<file path="src/common/bsxd_pkg.sv">
// constants for the branch / test-skip / xor-literal decoder
// assumes one core clock where four clock edges make one instruction cycle
// Operation
// RQ1 - negative branch opcode 1110 0110, signed low byte offset, flags untouched
// RQ2 - taken branch loads pc with branch address plus two plus twice offset
// RQ3 - taken branch costs two cycles, second all nops; not taken skips pc write
// RQ4 - test-skip on zero register discards prefetched word, runs nop, no flags
// RQ5 - skip over a two-word instruction costs three cycles in total
// RQ6 - bank bit zero uses fixed access bank, one uses bank select register
// RQ7 - xor literal into work register in one cycle, only n and z change
// RQ8 - negative flag is result bit seven, zero flag set when result is zero
package bsxd_pkg;
   localparam int PC_W = 21;
   localparam logic [7:0] OP_BRANCH_NEG = 8'he6;
   localparam logic [6:0] OP_TEST_SKIP = 7'h33;
   localparam logic [7:0] OP_XOR_LIT = 8'h0a;
   // first-word prefixes of two-word instructions
   localparam logic [3:0] OP2_MOVE_FF = 4'hc;
   localparam logic [7:0] OP2_LOAD_FSR = 8'hee;
   localparam logic [6:0] OP2_CALL = 7'h76;
   localparam logic [7:0] OP2_GOTO = 8'hef;
   localparam logic [3:0] ACCESS_BANK = 4'h0;
   localparam logic [3:0] ACCESS_SFR_BANK = 4'hf;
   localparam logic [7:0] ACCESS_SPLIT = 8'h80;
   localparam logic [PC_W-1:0] PC_STEP = 21'h000002;
   localparam logic [1:0] Q1 = 2'h0;
   localparam logic [1:0] Q2 = 2'h1;
   localparam logic [1:0] Q3 = 2'h2;
   localparam logic [1:0] Q4 = 2'h3;
   typedef enum logic [2:0] {
      ST_EXEC = 3'h1,
      ST_NOP1 = 3'h2,
      ST_NOP2 = 3'h4
   } bsxd_state_e;
endpackage

</file>
<file path="src/hdl/bsxd_decoder.sv">
// decode and execute of branch-on-negative, test-register-skip-zero, xor literal
// assumes program memory holds instr stable for a whole cycle and the register
// file answers reg_rdata combinationally for reg_addr
module bsxd_decoder (
   input wire logic clk, // core clock
   input wire logic rst, // async reset, active high
   input wire logic [15:0] instr, // word executing this cycle
   input wire logic [15:0] next_instr_word, // prefetched word behind it
   input wire logic [bsxd_pkg::PC_W-1:0] instr_addr, // address of executing word
   input wire logic [3:0] bank_select_register, // current bank
   input wire logic [7:0] reg_rdata, // data read from register file
   input wire logic [7:0] work_in, // work register before the op
   input wire logic flag_n_in, // negative flag
   input wire logic flag_z_in, // zero flag
   output logic [11:0] reg_addr, // banked register address
   output logic reg_rd, // register read strobe in q2
   output logic [1:0] phase, // instruction phase
   output logic pc_load, // one-cycle pc write pulse in q4
   output logic [bsxd_pkg::PC_W-1:0] pc_target, // new pc value
   output logic flush, // prefetched word discarded (pulse)
   output logic work_we, // work register write pulse in q4
   output logic [7:0] work_out, // new work value
   output logic flag_we, // n and z write pulse in q4
   output logic flag_n_out, // new negative flag
   output logic flag_z_out, // new zero flag
   output logic stall // high while nop cycles run
);
   logic cycle_end;
   bsxd_pkg::bsxd_state_e state;
   bsxd_pkg::bsxd_state_e next_state;
   logic skip_two;

   // phase generator
   bsxd_phase u_phase (
      .clk(clk),
      .rst(rst),
      .phase(phase),
      .cycle_end(cycle_end)
   );

   // true for the first word of a two-word instruction
   function automatic logic is_two_word(input logic [15:0] w);
      is_two_word = (w[15:12] == bsxd_pkg::OP2_MOVE_FF) || (w[15:8] == bsxd_pkg::OP2_LOAD_FSR) ||
         (w[15:9] == bsxd_pkg::OP2_CALL) || (w[15:8] == bsxd_pkg::OP2_GOTO);
   endfunction

   // opcode decode, blocked during nop cycles
   wire executing = (state == bsxd_pkg::ST_EXEC);
   wire dec_branch = executing && (instr[15:8] == bsxd_pkg::OP_BRANCH_NEG); // see RQ1
   wire dec_test = executing && (instr[15:9] == bsxd_pkg::OP_TEST_SKIP); // see RQ4
   wire dec_xor = executing && (instr[15:8] == bsxd_pkg::OP_XOR_LIT); // see RQ7

   // banked address: bank bit low selects the access bank split
   wire use_bank = instr[8];
   wire access_hi = (instr[7:0] >= bsxd_pkg::ACCESS_SPLIT);
   wire [3:0] eff_bank = use_bank ? bank_select_register :
      (access_hi ? bsxd_pkg::ACCESS_SFR_BANK : bsxd_pkg::ACCESS_BANK); // see RQ6
   assign reg_addr = {eff_bank, instr[7:0]};
   assign reg_rd = dec_test && (phase == bsxd_pkg::Q2);

   // branch target: address plus two plus twice the signed offset
   // the offset is sign-extended and doubled so targets stay on word boundaries
   wire [bsxd_pkg::PC_W-1:0] offset2 = {{(bsxd_pkg::PC_W - 9){instr[7]}}, instr[7:0], 1'b0};
   wire [bsxd_pkg::PC_W-1:0] next_pc_target = instr_addr + bsxd_pkg::PC_STEP + offset2; // see RQ2
   wire take_branch = dec_branch && flag_n_in; // see RQ3
   wire do_skip = dec_test && (reg_rdata == 8'h00); // see RQ4
   wire [7:0] xor_res = work_in ^ instr[7:0]; // see RQ7

   // nop cycles after a taken branch or a skip
   // decisions are only taken at cycle_end so a cycle is never cut short
   always_comb begin
      next_state = state;
      case (state)
         bsxd_pkg::ST_EXEC: begin
            if (cycle_end && (take_branch || do_skip)) begin
               next_state = bsxd_pkg::ST_NOP1; // see RQ3
            end
         end
         bsxd_pkg::ST_NOP1: begin
            if (cycle_end) begin
               next_state = skip_two ? bsxd_pkg::ST_NOP2 : bsxd_pkg::ST_EXEC; // see RQ5
            end
         end
         bsxd_pkg::ST_NOP2: begin
            if (cycle_end) begin
               next_state = bsxd_pkg::ST_EXEC;
            end
         end
         default: next_state = bsxd_pkg::ST_EXEC;
      endcase
   end

   // state and skip length
   always_ff @(posedge clk or posedge rst) begin
      if (rst) begin
         state <= bsxd_pkg::ST_EXEC;
         skip_two <= 1'b0;
      end else begin
         state <= next_state;
         if (cycle_end && executing) begin
            skip_two <= do_skip && is_two_word(next_instr_word); // see RQ5
         end
      end
   end

   // q4 write-back pulses and data from flops
   always_ff @(posedge clk or posedge rst) begin
      if (rst) begin
         pc_load <= 1'b0;
         pc_target <= '0;
         flush <= 1'b0;
         work_we <= 1'b0;
         work_out <= 8'h00;
         flag_we <= 1'b0;
         flag_n_out <= 1'b0;
         flag_z_out <= 1'b0;
      end else begin
         pc_load <= (phase == bsxd_pkg::Q3) && take_branch; // see RQ3
         flush <= (phase == bsxd_pkg::Q3) && (take_branch || do_skip); // see RQ4
         work_we <= (phase == bsxd_pkg::Q3) && dec_xor; // see RQ7
         flag_we <= (phase == bsxd_pkg::Q3) && dec_xor; // see RQ1
         if (phase == bsxd_pkg::Q3) begin
            pc_target <= next_pc_target;
            work_out <= xor_res;
            flag_n_out <= xor_res[7]; // see RQ8
            flag_z_out <= (xor_res == 8'h00); // see RQ8
         end
      end
   end

   // nop cycles hold the decoder off; the fetch side waits on this level
   assign stall = !executing;

   // taken branch writes pc one edge after q3 of the same cycle
   a_branch_pc_write: assert property (@(posedge clk) disable iff (rst) // see RQ2
      (phase == bsxd_pkg::Q3 && take_branch) |=> pc_load && pc_target == $past(next_pc_target))
      else $error("taken branch did not load pc");

   // untaken branch leaves pc alone in q4
   a_branch_no_pc: assert property (@(posedge clk) disable iff (rst) // see RQ3
      (phase == bsxd_pkg::Q3 && dec_branch && !flag_n_in) |=> !pc_load)
      else $error("untaken branch wrote pc");

   // untaken branch costs a single cycle, no nop follows
   a_untaken_one_cycle: assert property (@(posedge clk) disable iff (rst) // see RQ3
      (cycle_end && dec_branch && !flag_n_in) |=> !stall)
      else $error("untaken branch stalled");

   // taken branch spends exactly one full cycle of nops
   a_branch_nop_len: assert property (@(posedge clk) disable iff (rst) // see RQ3
      (cycle_end && take_branch) |=> stall [*4] ##1 !stall)
      else $error("taken branch nop cycle wrong length");

   // branch and test never write work or flags
   a_flags_hold: assert property (@(posedge clk) disable iff (rst) // see RQ1 RQ4
      (phase == bsxd_pkg::Q3 && (dec_branch || dec_test)) |=> !flag_we && !work_we)
      else $error("branch or test changed flags");

   // a zero register drops the prefetched word and never touches pc
   a_skip_flush: assert property (@(posedge clk) disable iff (rst) // see RQ4
      (phase == bsxd_pkg::Q3 && do_skip) |=> flush && !pc_load)
      else $error("skip did not discard prefetched word");

   // a nonzero register keeps the prefetched word
   a_keep_prefetch: assert property (@(posedge clk) disable iff (rst) // see RQ4
      (phase == bsxd_pkg::Q3 && dec_test && reg_rdata != 8'h00) |=> !flush)
      else $error("test without skip discarded word");

   // skip over a one-word instruction costs one nop cycle
   a_skip_nop_len: assert property (@(posedge clk) disable iff (rst) // see RQ4
      (cycle_end && do_skip && !is_two_word(next_instr_word)) |=> stall [*4] ##1 !stall)
      else $error("one-word skip nop cycle wrong length");

   // skip over a two-word instruction costs two nop cycles
   a_skip_three: assert property (@(posedge clk) disable iff (rst) // see RQ5
      (cycle_end && do_skip && is_two_word(next_instr_word)) |=> stall [*8] ##1 !stall)
      else $error("two-word skip not three cycles");

   // bank bit low with a low offset lands in the lower access bank
   a_bank_access: assert property (@(posedge clk) disable iff (rst) // see RQ6
      (!instr[8] && !instr[7]) |-> reg_addr[11:8] == bsxd_pkg::ACCESS_BANK)
      else $error("access bank not forced");

   // bank bit low with a high offset lands in the upper access bank
   a_access_high: assert property (@(posedge clk) disable iff (rst) // see RQ6
      (dec_test && !instr[8] && instr[7]) |-> reg_addr[11:8] == bsxd_pkg::ACCESS_SFR_BANK)
      else $error("upper access bank not forced");

   // bank bit high follows the bank select register
   a_bank_select: assert property (@(posedge clk) disable iff (rst) // see RQ6
      (dec_test && instr[8]) |-> reg_addr[11:8] == bank_select_register)
      else $error("bank select register not used");

   // xor writes work with the literal applied in the same cycle
   a_xor_result: assert property (@(posedge clk) disable iff (rst) // see RQ7
      (phase == bsxd_pkg::Q3 && dec_xor) |=> work_we && work_out == ($past(work_in) ^ $past(instr[7:0])))
      else $error("xor result wrong");

   // xor flags follow the result
   a_xor_flags: assert property (@(posedge clk) disable iff (rst) // see RQ8
      work_we |-> flag_we && flag_n_out == work_out[7] && flag_z_out == (work_out == 8'h00))
      else $error("xor flags wrong");

   // xor is a one-cycle instruction, no nop follows
   a_xor_one_cycle: assert property (@(posedge clk) disable iff (rst) // see RQ7
      (cycle_end && dec_xor) |=> !stall)
      else $error("xor stalled");

   // write-back pulses only ever show in q4
   a_pulse_q4: assert property (@(posedge clk) disable iff (rst) // see RQ3
      (pc_load || flush || work_we || flag_we) |-> phase == bsxd_pkg::Q4)
      else $error("write-back pulse outside q4");

   // write-back pulses last a single clock
   a_pulse_single: assert property (@(posedge clk) disable iff (rst) // see RQ3
      (pc_load || flush || work_we || flag_we) |=> !(pc_load || flush || work_we || flag_we))
      else $error("write-back pulse longer than one clock");

   // nop cycles write nothing back
   a_nop_quiet: assert property (@(posedge clk) disable iff (rst) // see RQ3
      (phase == bsxd_pkg::Q3 && stall) |=> !pc_load && !flush && !work_we && !flag_we)
      else $error("nop cycle wrote back");

   // q4 is always followed by q1 of the next cycle
   a_phase_wrap: assert property (@(posedge clk) disable iff (rst) // see RQ3
      (phase == bsxd_pkg::Q4) |=> phase == bsxd_pkg::Q1)
      else $error("phase did not wrap to q1");
endmodule

</file>
<file path="src/hdl/bsxd_phase.sv">
// four-phase instruction cycle generator
// assumes the core clock and core reset of the decoder
module bsxd_phase (
   input wire logic clk, // core clock
   input wire logic rst, // async reset, active high
   output logic [1:0] phase, // current phase, q1 to q4
   output logic cycle_end // high in the fourth phase
);
   // phase counter wraps every four edges
   always_ff @(posedge clk or posedge rst) begin
      if (rst) begin
         phase <= bsxd_pkg::Q1;
      end else begin
         phase <= phase + 2'h1;
      end
   end

   assign cycle_end = (phase == bsxd_pkg::Q4);
endmodule

</file>
<file path="config.mk">
export PLATFORM = sky130hd
export DESIGN_NAME = bsxd_decoder
export DESIGN_NICKNAME = d
export VERILOG_FILES = /design/src/common/bsxd_pkg.sv /design/src/hdl/bsxd_decoder.sv /design/src/hdl/bsxd_phase.sv
export SDC_FILE = /design/constraint.sdc
export NUM_CORES = 1
export LEC_CHECK = 0
export ABC_CLOCK_PERIOD_IN_PS = 2100
export BUFFER_PORTS_ARGS = -buffer_cell sky130_fd_sc_hd__buf_4
export CAP_MARGIN = 20
export CELL_PAD_IN_SITES_DETAIL_PLACEMENT = 1
export CELL_PAD_IN_SITES_GLOBAL_PLACEMENT = 2
export CORE_UTILIZATION = 27
export CTS_BUF_LIST = sky130_fd_sc_hd__clkbuf_16
export CTS_CLUSTER_SIZE = 40
export DETAILED_ROUTE_END_ITERATION = 12
export HOLD_SLACK_MARGIN = 0.05
export PLACE_DENSITY_LB_ADDON = 0.05
export SETUP_SLACK_MARGIN = 0.2
export SYNTH_ARGS = -nofsm -noshare
export SYNTH_HDL_FRONTEND = slang
export SYNTH_SLANG_ARGS = --single-unit
</file>
<file path="constraint.sdc">
create_clock -name clk -period 2.1 [get_ports clk]
set_input_delay 0.21 -clock clk [delete_from_list [all_inputs] [get_ports clk]]
set_output_delay 0.21 -clock clk [all_outputs]
set_load 0.1 [all_outputs]
</file>
==> results of run 1 <==
-- through the flow --
step           area [µm²]   util
2_1_floorplan        3220      -
3_3_place_gp         4670  0.427
3_5_place_dp         4670  0.427
4_1_cts              5150  0.471
5_1_grt              5310  0.486
6_report             5310  0.486
-- how the worst max path moves through the flow --
stage                              start                         to  slack, ns  cells after the start
floorplan           state[0]$_DFFE_PP1P_                     reg_rd      -0.68                      3
global placement                instr[1]  pc_target[20]$_DFFE_PP0P_      -0.27                     11
detailed placement              instr[1]  pc_target[20]$_DFFE_PP0P_      -0.31                     11
CTS                 state[0]$_DFFE_PP1P_                     reg_rd      -0.30                      4
global route        state[0]$_DFFE_PP1P_                     reg_rd      -0.32                      4
finish              state[0]$_DFFE_PP1P_                     reg_rd      -0.27                      4
-- sequential cells by signal, indices dropped and copies added, names as in the netlist --
name           flops
flag_we            1
pc_target         21
u_phase.phase      2
skip_two           1
pc_load            1
work_out           8
flag_z_out         1
state              3
flush              1
-- power breakdown --
group	leakage (µW)	internal, µW	switching (µW)
registers	0.000465	865	68.3
logic	0.00188	785	1530
clock network	0.0000812	554	308
total	0.00242	2210	1910
-- what timing repair did --
action | in CTS | in global routing
buffers inserted | 5 | 2
setup endpoints to repair | 15 | 16
pin swaps | 26 | 11
endpoints found under the hold margin | 16 | 0
resized for setup | 40 | 33
hold buffers | 1 | 0
-- placed cells by master, fill, tap and decap left out, drive strengths merged, types with 7 or more instances in the layout --
cell and instances:
o21ai 16, dfrtp 38, xnor2 15, nand2 28, mux2 10, a21o 7, ha 40, a21oi 32
nand3 9, nor2 26, buf 193, inv 19, nor3 13
-- cell type report --
type                       instances  area, µm²  share of cell area
clock inverter                     3       38.8             0.00730
inverter                          20       80.1              0.0151
multi-input combinational        260       2370               0.446
tap                              140        175              0.0330
sequential                        39        985               0.185
clock buffer                       5        125              0.0236
timing repair buffer             194       1540               0.290
-- cell families after synthesis --
group | Yosys count | share of synthesized area
flip-flops | 39 | 0.321
adder cells (fa/ha/maj) | 41 | 0.171
buffers and inverters | 42 | 0.0653
multiplexers | 11 | 0.0402
AND/OR/NAND/NOR | 107 | 0.180
XOR/XNOR | 18 | 0.0517
AO/OA/AOI/OAI | 83 | 0.171
-- metal layers --
| metal | share of wire | vias to the layer above | track usage |
|---|---|---|---|
| li1 | - | 1563 | - |
| met1 | 0.45 | 1506 | 0.224 |
| met2 | 0.50 | 85 | 0.326 |
| met3 | 0.051 | 4 | 0.0319 |
| met4 | 0.0037 | 0 | 0.0264 |
| met5 | 0 | - | 0 |
-- critical path: stages, from the launching register on --
cell     delay (ns)
dfstp_2        0.53
or3b_4         0.38
or4b_4         0.55
nor3b_4        0.22
buf_12         0.20
==> impl_metrics.ini, run 1 <==
[global_route]
grtUsageTotal = 0.179
grt_pass1_vias = 3379
gr-total-overflow = 0
antenna_found_initial = 0
grt_max_degree = 33
grt_pass1_wl_um = 16500

[floorplan]
coreArea_um2 = 10900
die-area_um2 = 11700
fp.dieH_um = 108
initial_core_util = 0.279
num_rows = 38
io_pins = 128
die_w_um = 108

[setup_path]
path_class = reg -> out
crit_fanout = 2
worst_setup_path_end_kind = output port
critPathLaunchType = register
rrSetupSlack_ns = -0.02
crit_required_ns = 1.89
worstReg2RegEnd = state[0]$_DFFE_PP1P_
arrival_ns = 2.16
r2r_cells = 7
worstReg2RegStart = state[0]$_DFFE_PP1P_

[cells_and_area]
final_cells = 661
drive_above_1_share = 0.541
fillers = 1241
syn_to_final_growth_pct = 74.3
layout.nets = 638
num_antenna_cells = 0

[timing]
setup_ws_ns = -0.272
fin_skew_ns = 0.00641
slew_viol_final = 0
holdWs_ns = 0.0930
min_period_ns = 2.37
hold_viol_final = 0
max_freq_mhz = 422
fin_tns_setup_ns = -0.288
setup_viol = 2
tightest_slew_ns = 0.702
rsz0062_at_grt = yes
max_slew_margin = 0.529
fin_crit_sh = 1.13

[clock_network]
cts.path.max_buffers = 2
cts_sinks = 39
cts_tree = yes
cts-buffers-inserted = 5
cts_root_buffer = clkbuf_16
clk_pin_slew_ns = 0.06
htreeDepth = 2
clkLatencyLatePin_ns = 0.28

[synthesis]
synth_area_leader_cell = dfrtp_1
synth_cells = 341
yosysTopAreaCellShare = 0.312
synth_fp_nets = 459
avgSynthCellArea_um2 = 8.93
yosys-top-cells-area = dfrtp_1, ha_1, a21oi_1
synth-edff-count = 0
synthArstFlopShare = 1.00
synth_commonest_cells = ha_1, dfrtp_1, a21oi_1
syn_area_um2 = 3050
synth_seq_cells = 39
synth_flop_cell = dfrtp_1
yosysWarnings = 0
yosys.cell_types.count = 51
yosysMostFrequentCell = ha_1
yosysSeqAreaShare = 0.321

[pwr]
cellPowerDensity_nw_per_um2 = 775
power_uw = 4110
vdd_drop_max_mv = 0.587
p_leak_uw = 0.00242

[status]
status = finished, violations left
violations = setup timing

[drt]
viasPerCell = 4.78
wire_per_inst_um = 15.7
drt_wl_total_um = 10400
route.detailed.drc = 0
dr.first_iter.drc_count = 71
num_vias = 3158
final_antenna_net_count = 0
drt_pass1_iterations = 4

[place]
dp.final_hpwl_um = 8190
place_inst = 645
place_ws_ns = -0.309
place_congestion = 0.798
port_buffers = 116

[job]
max_cap_violations = 0

[worst_hold_path]
holdPathStages = 2
whs_endpoint = flag_we$_DFF_PP0_
hp-class = in -> reg
min_from = instr[12]
Note: power is estimated with default switching activity, not from simulation.
==> inputs of run 2 (changes only) <==
--- a/config.mk
+++ b/config.mk
@@ -6,9 +6,10 @@
 export NUM_CORES = 1
 export LEC_CHECK = 0
-export ABC_CLOCK_PERIOD_IN_PS = 2100
+export ABC_CLOCK_PERIOD_IN_PS = 2550
 export BUFFER_PORTS_ARGS = -buffer_cell sky130_fd_sc_hd__buf_4
 export CAP_MARGIN = 20
 export CELL_PAD_IN_SITES_DETAIL_PLACEMENT = 1
 export CELL_PAD_IN_SITES_GLOBAL_PLACEMENT = 2
+export CORE_ASPECT_RATIO = 0.5
 export CORE_UTILIZATION = 27
 export CTS_BUF_LIST = sky130_fd_sc_hd__clkbuf_16
==> constraint.sdc (replaced) <==
create_clock -name clk -period 2.55 [get_ports clk]
set_input_delay 0 -clock clk [delete_from_list [all_inputs] [get_ports clk]]
set_output_delay 0 -clock clk [all_outputs]
set_load 0.1 [all_outputs]
==> impl_metrics.ini, run 2 (synthesized netlist as in run 1, its figures left out) <==
[place]
place_inst = 582
place_congestion = 0.731
dp.final_hpwl_um = 7620
port_buffers = 116

[status]
status = finished, violations left
violations = DRC

[timing]
max_freq_mhz = 433
fin_skew_ns = 0.00497
setup_viol = 0
fin_crit_sh = 0.905
rsz0062_at_grt = yes
tightest_slew_ns = 0.646
max_slew_margin = 0.566
hold_viol_final = 0
min_period_ns = 2.31
slew_viol_final = 0

[drt]
route.layer.met1.wl_um = 4590
num_vias = 2947
drt_wl_total_um = 9780
route.detailed.drc = 8
dr.max_layer_used = met4
dr.first_iter.drc_count = 69
final_antenna_net_count = 0
drt_pass1_iterations = 8
viasPerCell = 4.86
wire_per_inst_um = 16.1
dr_wl_met2_um = 4690
wl_met3_um = 381

[floorplan]
die_w_um = 152
fp.dieH_um = 77.1
num_rows = 26
io_pins = 128
initial_core_util = 0.288
die-area_um2 = 11700
coreArea_um2 = 10600

[setup_path]
cpLargestDelayFamily = simple AND/OR/NAND/NOR gates
path_cells = or3b_4, or4b_4, nor3b_4, buf_12
critPathLaunchType = register
crit_path_top_delay_cell = or4b_4
worst_setup_path_end_kind = output port
cpPeakStageDelay_ns = 0.61
crit_required_ns = 2.55
worstReg2RegStart = state[0]$_DFFE_PP1P_
critPathBufInv = 1
path_class = reg -> out
rrSetupSlack_ns = 0.39
worstSetupStartpoint = state[0]$_DFFE_PP1P_
crit_fanout = 5
arrival_ns = 2.31

[clock_network]
cts-buffers-inserted = 5
cts_root_buffer = clkbuf_16
cts.path.max_buffers = 2
cts_tree = yes
clkLatencyLatePin_ns = 0.29
cts_sinks = 39
clk_pin_slew_ns = 0.06
htreeDepth = 2

[worst_hold_path]
hp-class = in -> reg
min_from = work_in[0]

[global_route]
grt_pass1_vias = 3111
grtUsageTotal = 0.173
grt_max_degree = 29
antenna_found_initial = 0
gr-total-overflow = 0
grt_pass1_wl_um = 16000

[cells_and_area]
num_antenna_cells = 0
regMostFlops = pc_target
mostFrequentLayoutCell = buf_4
fillers = 1259
drive_above_1_share = 0.330
final_cells = 607
syn_to_final_growth_pct = 43.5
most-common-layout-cells = buf_4, ha_1, dfrtp_1
largest_reg_flops = 21
reg_top3 = pc_target: 21 flops, work_out: 8 flops, state: 3 flops
layout.nets = 584

[pwr]
power_uw = 2990
vdd_drop_max_mv = 0.289
p_leak_uw = 0.00209
cellPowerDensity_nw_per_um2 = 683

[job]
max_cap_violations = 0
[run 2: cell count changes in the layout (fill, tap and decap cells not counted), sizes merged]
cell and change:
clkinv -1, dlygate4sd3 +13, buf -67, clkinvlp +1, inv +1, bufinv -1
[run 2: final timing paths]
check | to | cells past startpoint
max in group asynchronous | state[0]$_DFFE_PP1P_ | 4
min in group asynchronous | pc_target[14]$_DFFE_PP0P_ | 3
min reg2reg | pc_target[7]$_DFFE_PP0P_ | 1
min | work_out[0]$_DFFE_PP0P_ | 3
max reg2reg | state[0]$_DFFE_PP1P_ | 6
max | reg_rd | 4
[run 2: timing repair]
item | CTS | global route
endpoints found under the hold margin | 23 | 0
setup endpoints to repair | 1 | 3
pin swaps | 0 | 2
gates resized for setup | 1 | 6
buffers inserted | 0 | 3
hold buffers | 14 | 0
[run 2: cell type report]
class / instances / area (µm²) / share of cell area
Tap cell: 140 / 175 / 0.0401
Timing Repair Buffer: 140 / 1110 / 0.253
Sequential cell: 39 / 978 / 0.224
Clock buffer: 5 / 125 / 0.0286
Multi-Input combinational cell: 260 / 1900 / 0.434
Inverter: 20 / 75.1 / 0.0172
Clock inverter: 3 / 16.3 / 0.00372
[run 2: power breakdown]
| group | total, µW | leakage (µW) | switching [µW] | internal, µW |
|---|---|---|---|---|
| registers | 765 | 0.000465 | 52.8 | 712 |
| logic | 1590 | 0.00155 | 1160 | 434 |
| clock network | 629 | 0.0000710 | 271 | 358 |
[run 2: per-stage QoR]
step	hold WS [ns]	instance area, µm²	setup TNS (ns)	utilization	worst slack (ns)
global placement	0.0350	4040	0	0.382	0.152
detailed placement	0.0529	4040	0	0.382	0.125
CTS	0.0520	4320	0	0.409	0.227
global route	0.0663	4370	0	0.414	0.174
floorplan	0.0706	3060	-0.0227	-	-0.0227
finish	0.0580	4370	0	0.414	0.243
[run 2: worst reg2reg max path: stages (launching register included)]
cell and delay [ns]:
dfstp_2 0.55, or3b_4 0.41, or4b_4 0.61, buf_4 0.17, nor2_4 0.10, a21oi_1 0.07
o22a_1 0.18
[run 2: layer usage]
metal | vias to the layer above | track usage
met4 | 0 | 0.0439
met5 | - | 0
met1 | 1408 | 0.215
li1 | 1465 | -
met3 | 9 | 0.0322
met2 | 65 | 0.308
==> inputs of run 3 (changes only) <==
==> constraint.sdc (replaced) <==
create_clock -name clk -period 2.55 [get_ports clk]
set_input_delay 0 -clock clk [delete_from_list [all_inputs] [get_ports clk]]
set_output_delay 0 -clock clk [all_outputs]
set_load 0.02 [all_outputs]
==> impl_metrics.ini, run 3 (synthesized netlist as in run 1, its figures left out) <==
[place]
place_congestion = 0.770
port_buffers = 116
place_inst = 582
dp.final_hpwl_um = 7460

[setup_path]
critPathBufInv = 1
path_class = reg -> out
cpLargestDelayFamily = simple AND/OR/NAND/NOR gates
worstSetupStartpoint = state[0]$_DFFE_PP1P_
worst_setup_path_end_kind = output port
path_cells = or3b_4, or4b_4, nor3b_2, buf_4
crit_cells = 4
r2r_cells = 5
cpPeakStageDelay_ns = 0.59
arrival_ns = 2.25
crit_required_ns = 2.55
crit_fanout = 6
critPathLaunchType = register
crit_path_top_delay_cell = or4b_4
worstReg2RegStart = state[0]$_DFFE_PP1P_

[clock_network]
cts.path.max_buffers = 2
cts_sinks = 39
clkLatencyLatePin_ns = 0.28
cts_root_buffer = clkbuf_16
clk_pin_slew_ns = 0.06
cts-buffers-inserted = 5
cts_setup_buffers = 0
cts_tree = yes
htreeDepth = 2

[cells_and_area]
largest_reg_flops = 21
syn_to_final_growth_pct = 41.7
fillers = 1253
drive_above_1_share = 0.323
layout.nets = 579
final_cells = 602
most-common-layout-cells = buf_4, ha_1, dfrtp_1
mostFrequentLayoutCell = buf_4
num_antenna_cells = 0
regMostFlops = pc_target
reg_top3 = pc_target: 21 flops, work_out: 8 flops, state: 3 flops

[timing]
max_freq_mhz = 445
max_slew_margin = 0.583
tightest_slew_ns = 0.622
fin_crit_sh = 0.882
rsz0062_at_grt = no
fin_skew_ns = 0.00614
setup_viol = 0
hold_viol_final = 0
fin_tns_setup_ns = 0
slew_viol_final = 0
min_period_ns = 2.25

[pwr]
vdd_drop_max_mv = 0.311
cellPowerDensity_nw_per_um2 = 558
p_leak_uw = 0.00207

[floorplan]
coreArea_um2 = 10600
die-area_um2 = 11700
io_pins = 128
die_w_um = 152
num_rows = 26
fp.dieH_um = 77.1
initial_core_util = 0.288

[global_route]
gr-total-overflow = 0
grt_pass1_wl_um = 15400
grt_max_degree = 42
grt_pass1_vias = 3112
antenna_found_initial = 0
grtUsageTotal = 0.164

[drt]
drt_pass1_iterations = 8
final_antenna_net_count = 0
route.detailed.drc = 8
num_vias = 2924
drt_wl_total_um = 9100
viasPerCell = 4.86
dr.first_iter.drc_count = 79
wire_per_inst_um = 15.1

[worst_hold_path]
hp-class = in -> reg
holdPathStages = 3
min_from = work_in[4]

[job]
max_cap_violations = 0

[status]
status = finished, violations left
violations = DRC
==> run 3: cell types whose count changed in the layout (fill, tap and decap cells not counted), sizes merged <==
cell / previous run / this run
buf: 126 / 123
bufinv: 0 / 1
clkinv: 2 / 3
clkinvlp: 1 / 0
dlygate4sd3: 14 / 12
inv: 20 / 19
==> run 3: path summary, 6_finish.rpt <==
kind	to	slack, ns
worst max-delay path	reg_rd	0.30
worst min-delay path	work_out[4]$_DFFE_PP0P_	0.06
worst max register to register	state[0]$_DFFE_PP1P_	0.52
worst min register to register	pc_target[8]$_DFFE_PP0P_	0.49
max in group asynchronous	pc_target[5]$_DFFE_PP0P_	1.59
min in group asynchronous	pc_target[20]$_DFFE_PP0P_	0.29
==> run 3: routing by layer <==
layer | wire, µm | global-route usage | vias up
met3 | 654 | 0.0509 | 4
met1 | 4220 | 0.208 | 1391
met4 | 33 | 0.0184 | 0
met2 | 4190 | 0.281 | 80
met5 | 0 | 0 | -
li1 | - | - | 1449
==> run 3: tightest hold or removal path, stage by stage <==
cell	delay (ns)
buf_4	0.08
xnor2_1	0.14
a21oi_1	0.08
==> run 3: cell type report <==
cell class / instances / area (µm²) / share of cell area
Inverter: 20 / 75.1 / 0.0174
Clock buffer: 5 / 125 / 0.0290
Sequential cell: 39 / 977 / 0.226
Timing Repair Buffer: 135 / 1040 / 0.242
Multi-Input combinational cell: 260 / 1880 / 0.435
Clock inverter: 3 / 43.8 / 0.0101
Tap cell: 140 / 175 / 0.0406
==> run 3: power by group <==
part / switching [µW] / internal [µW] / leakage (µW) / total, µW
Sequential: 52.8 / 713 / 0.000467 / 765
Combinational: 494 / 431 / 0.00152 / 924
Clock: 259 / 461 / 0.0000838 / 720
Total: 805 / 1600 / 0.00207 / 2410
==> run 3: through the flow <==
step	total power (µW)	hold WS (ns)	util	area, µm²	setup slack (ns)
after global routing	2580	0.0660	0.408	4320	0.235
final	2410	0.0623	0.408	4320	0.301
after detailed placement	1700	0.0467	0.381	4020	0.167
after CTS	2460	0.0528	0.408	4310	0.269
after floorplan	1300	0.0706	-	3050	0.431
after global placement	1690	0.0399	0.381	4020	0.190
==> run 3: timing repair <==
action / CTS / global route
hold buffers: 12 / 0
endpoints found under the hold margin: 21 / 0
setup endpoints to repair: 0 / 1
resized for setup: 0 / 1
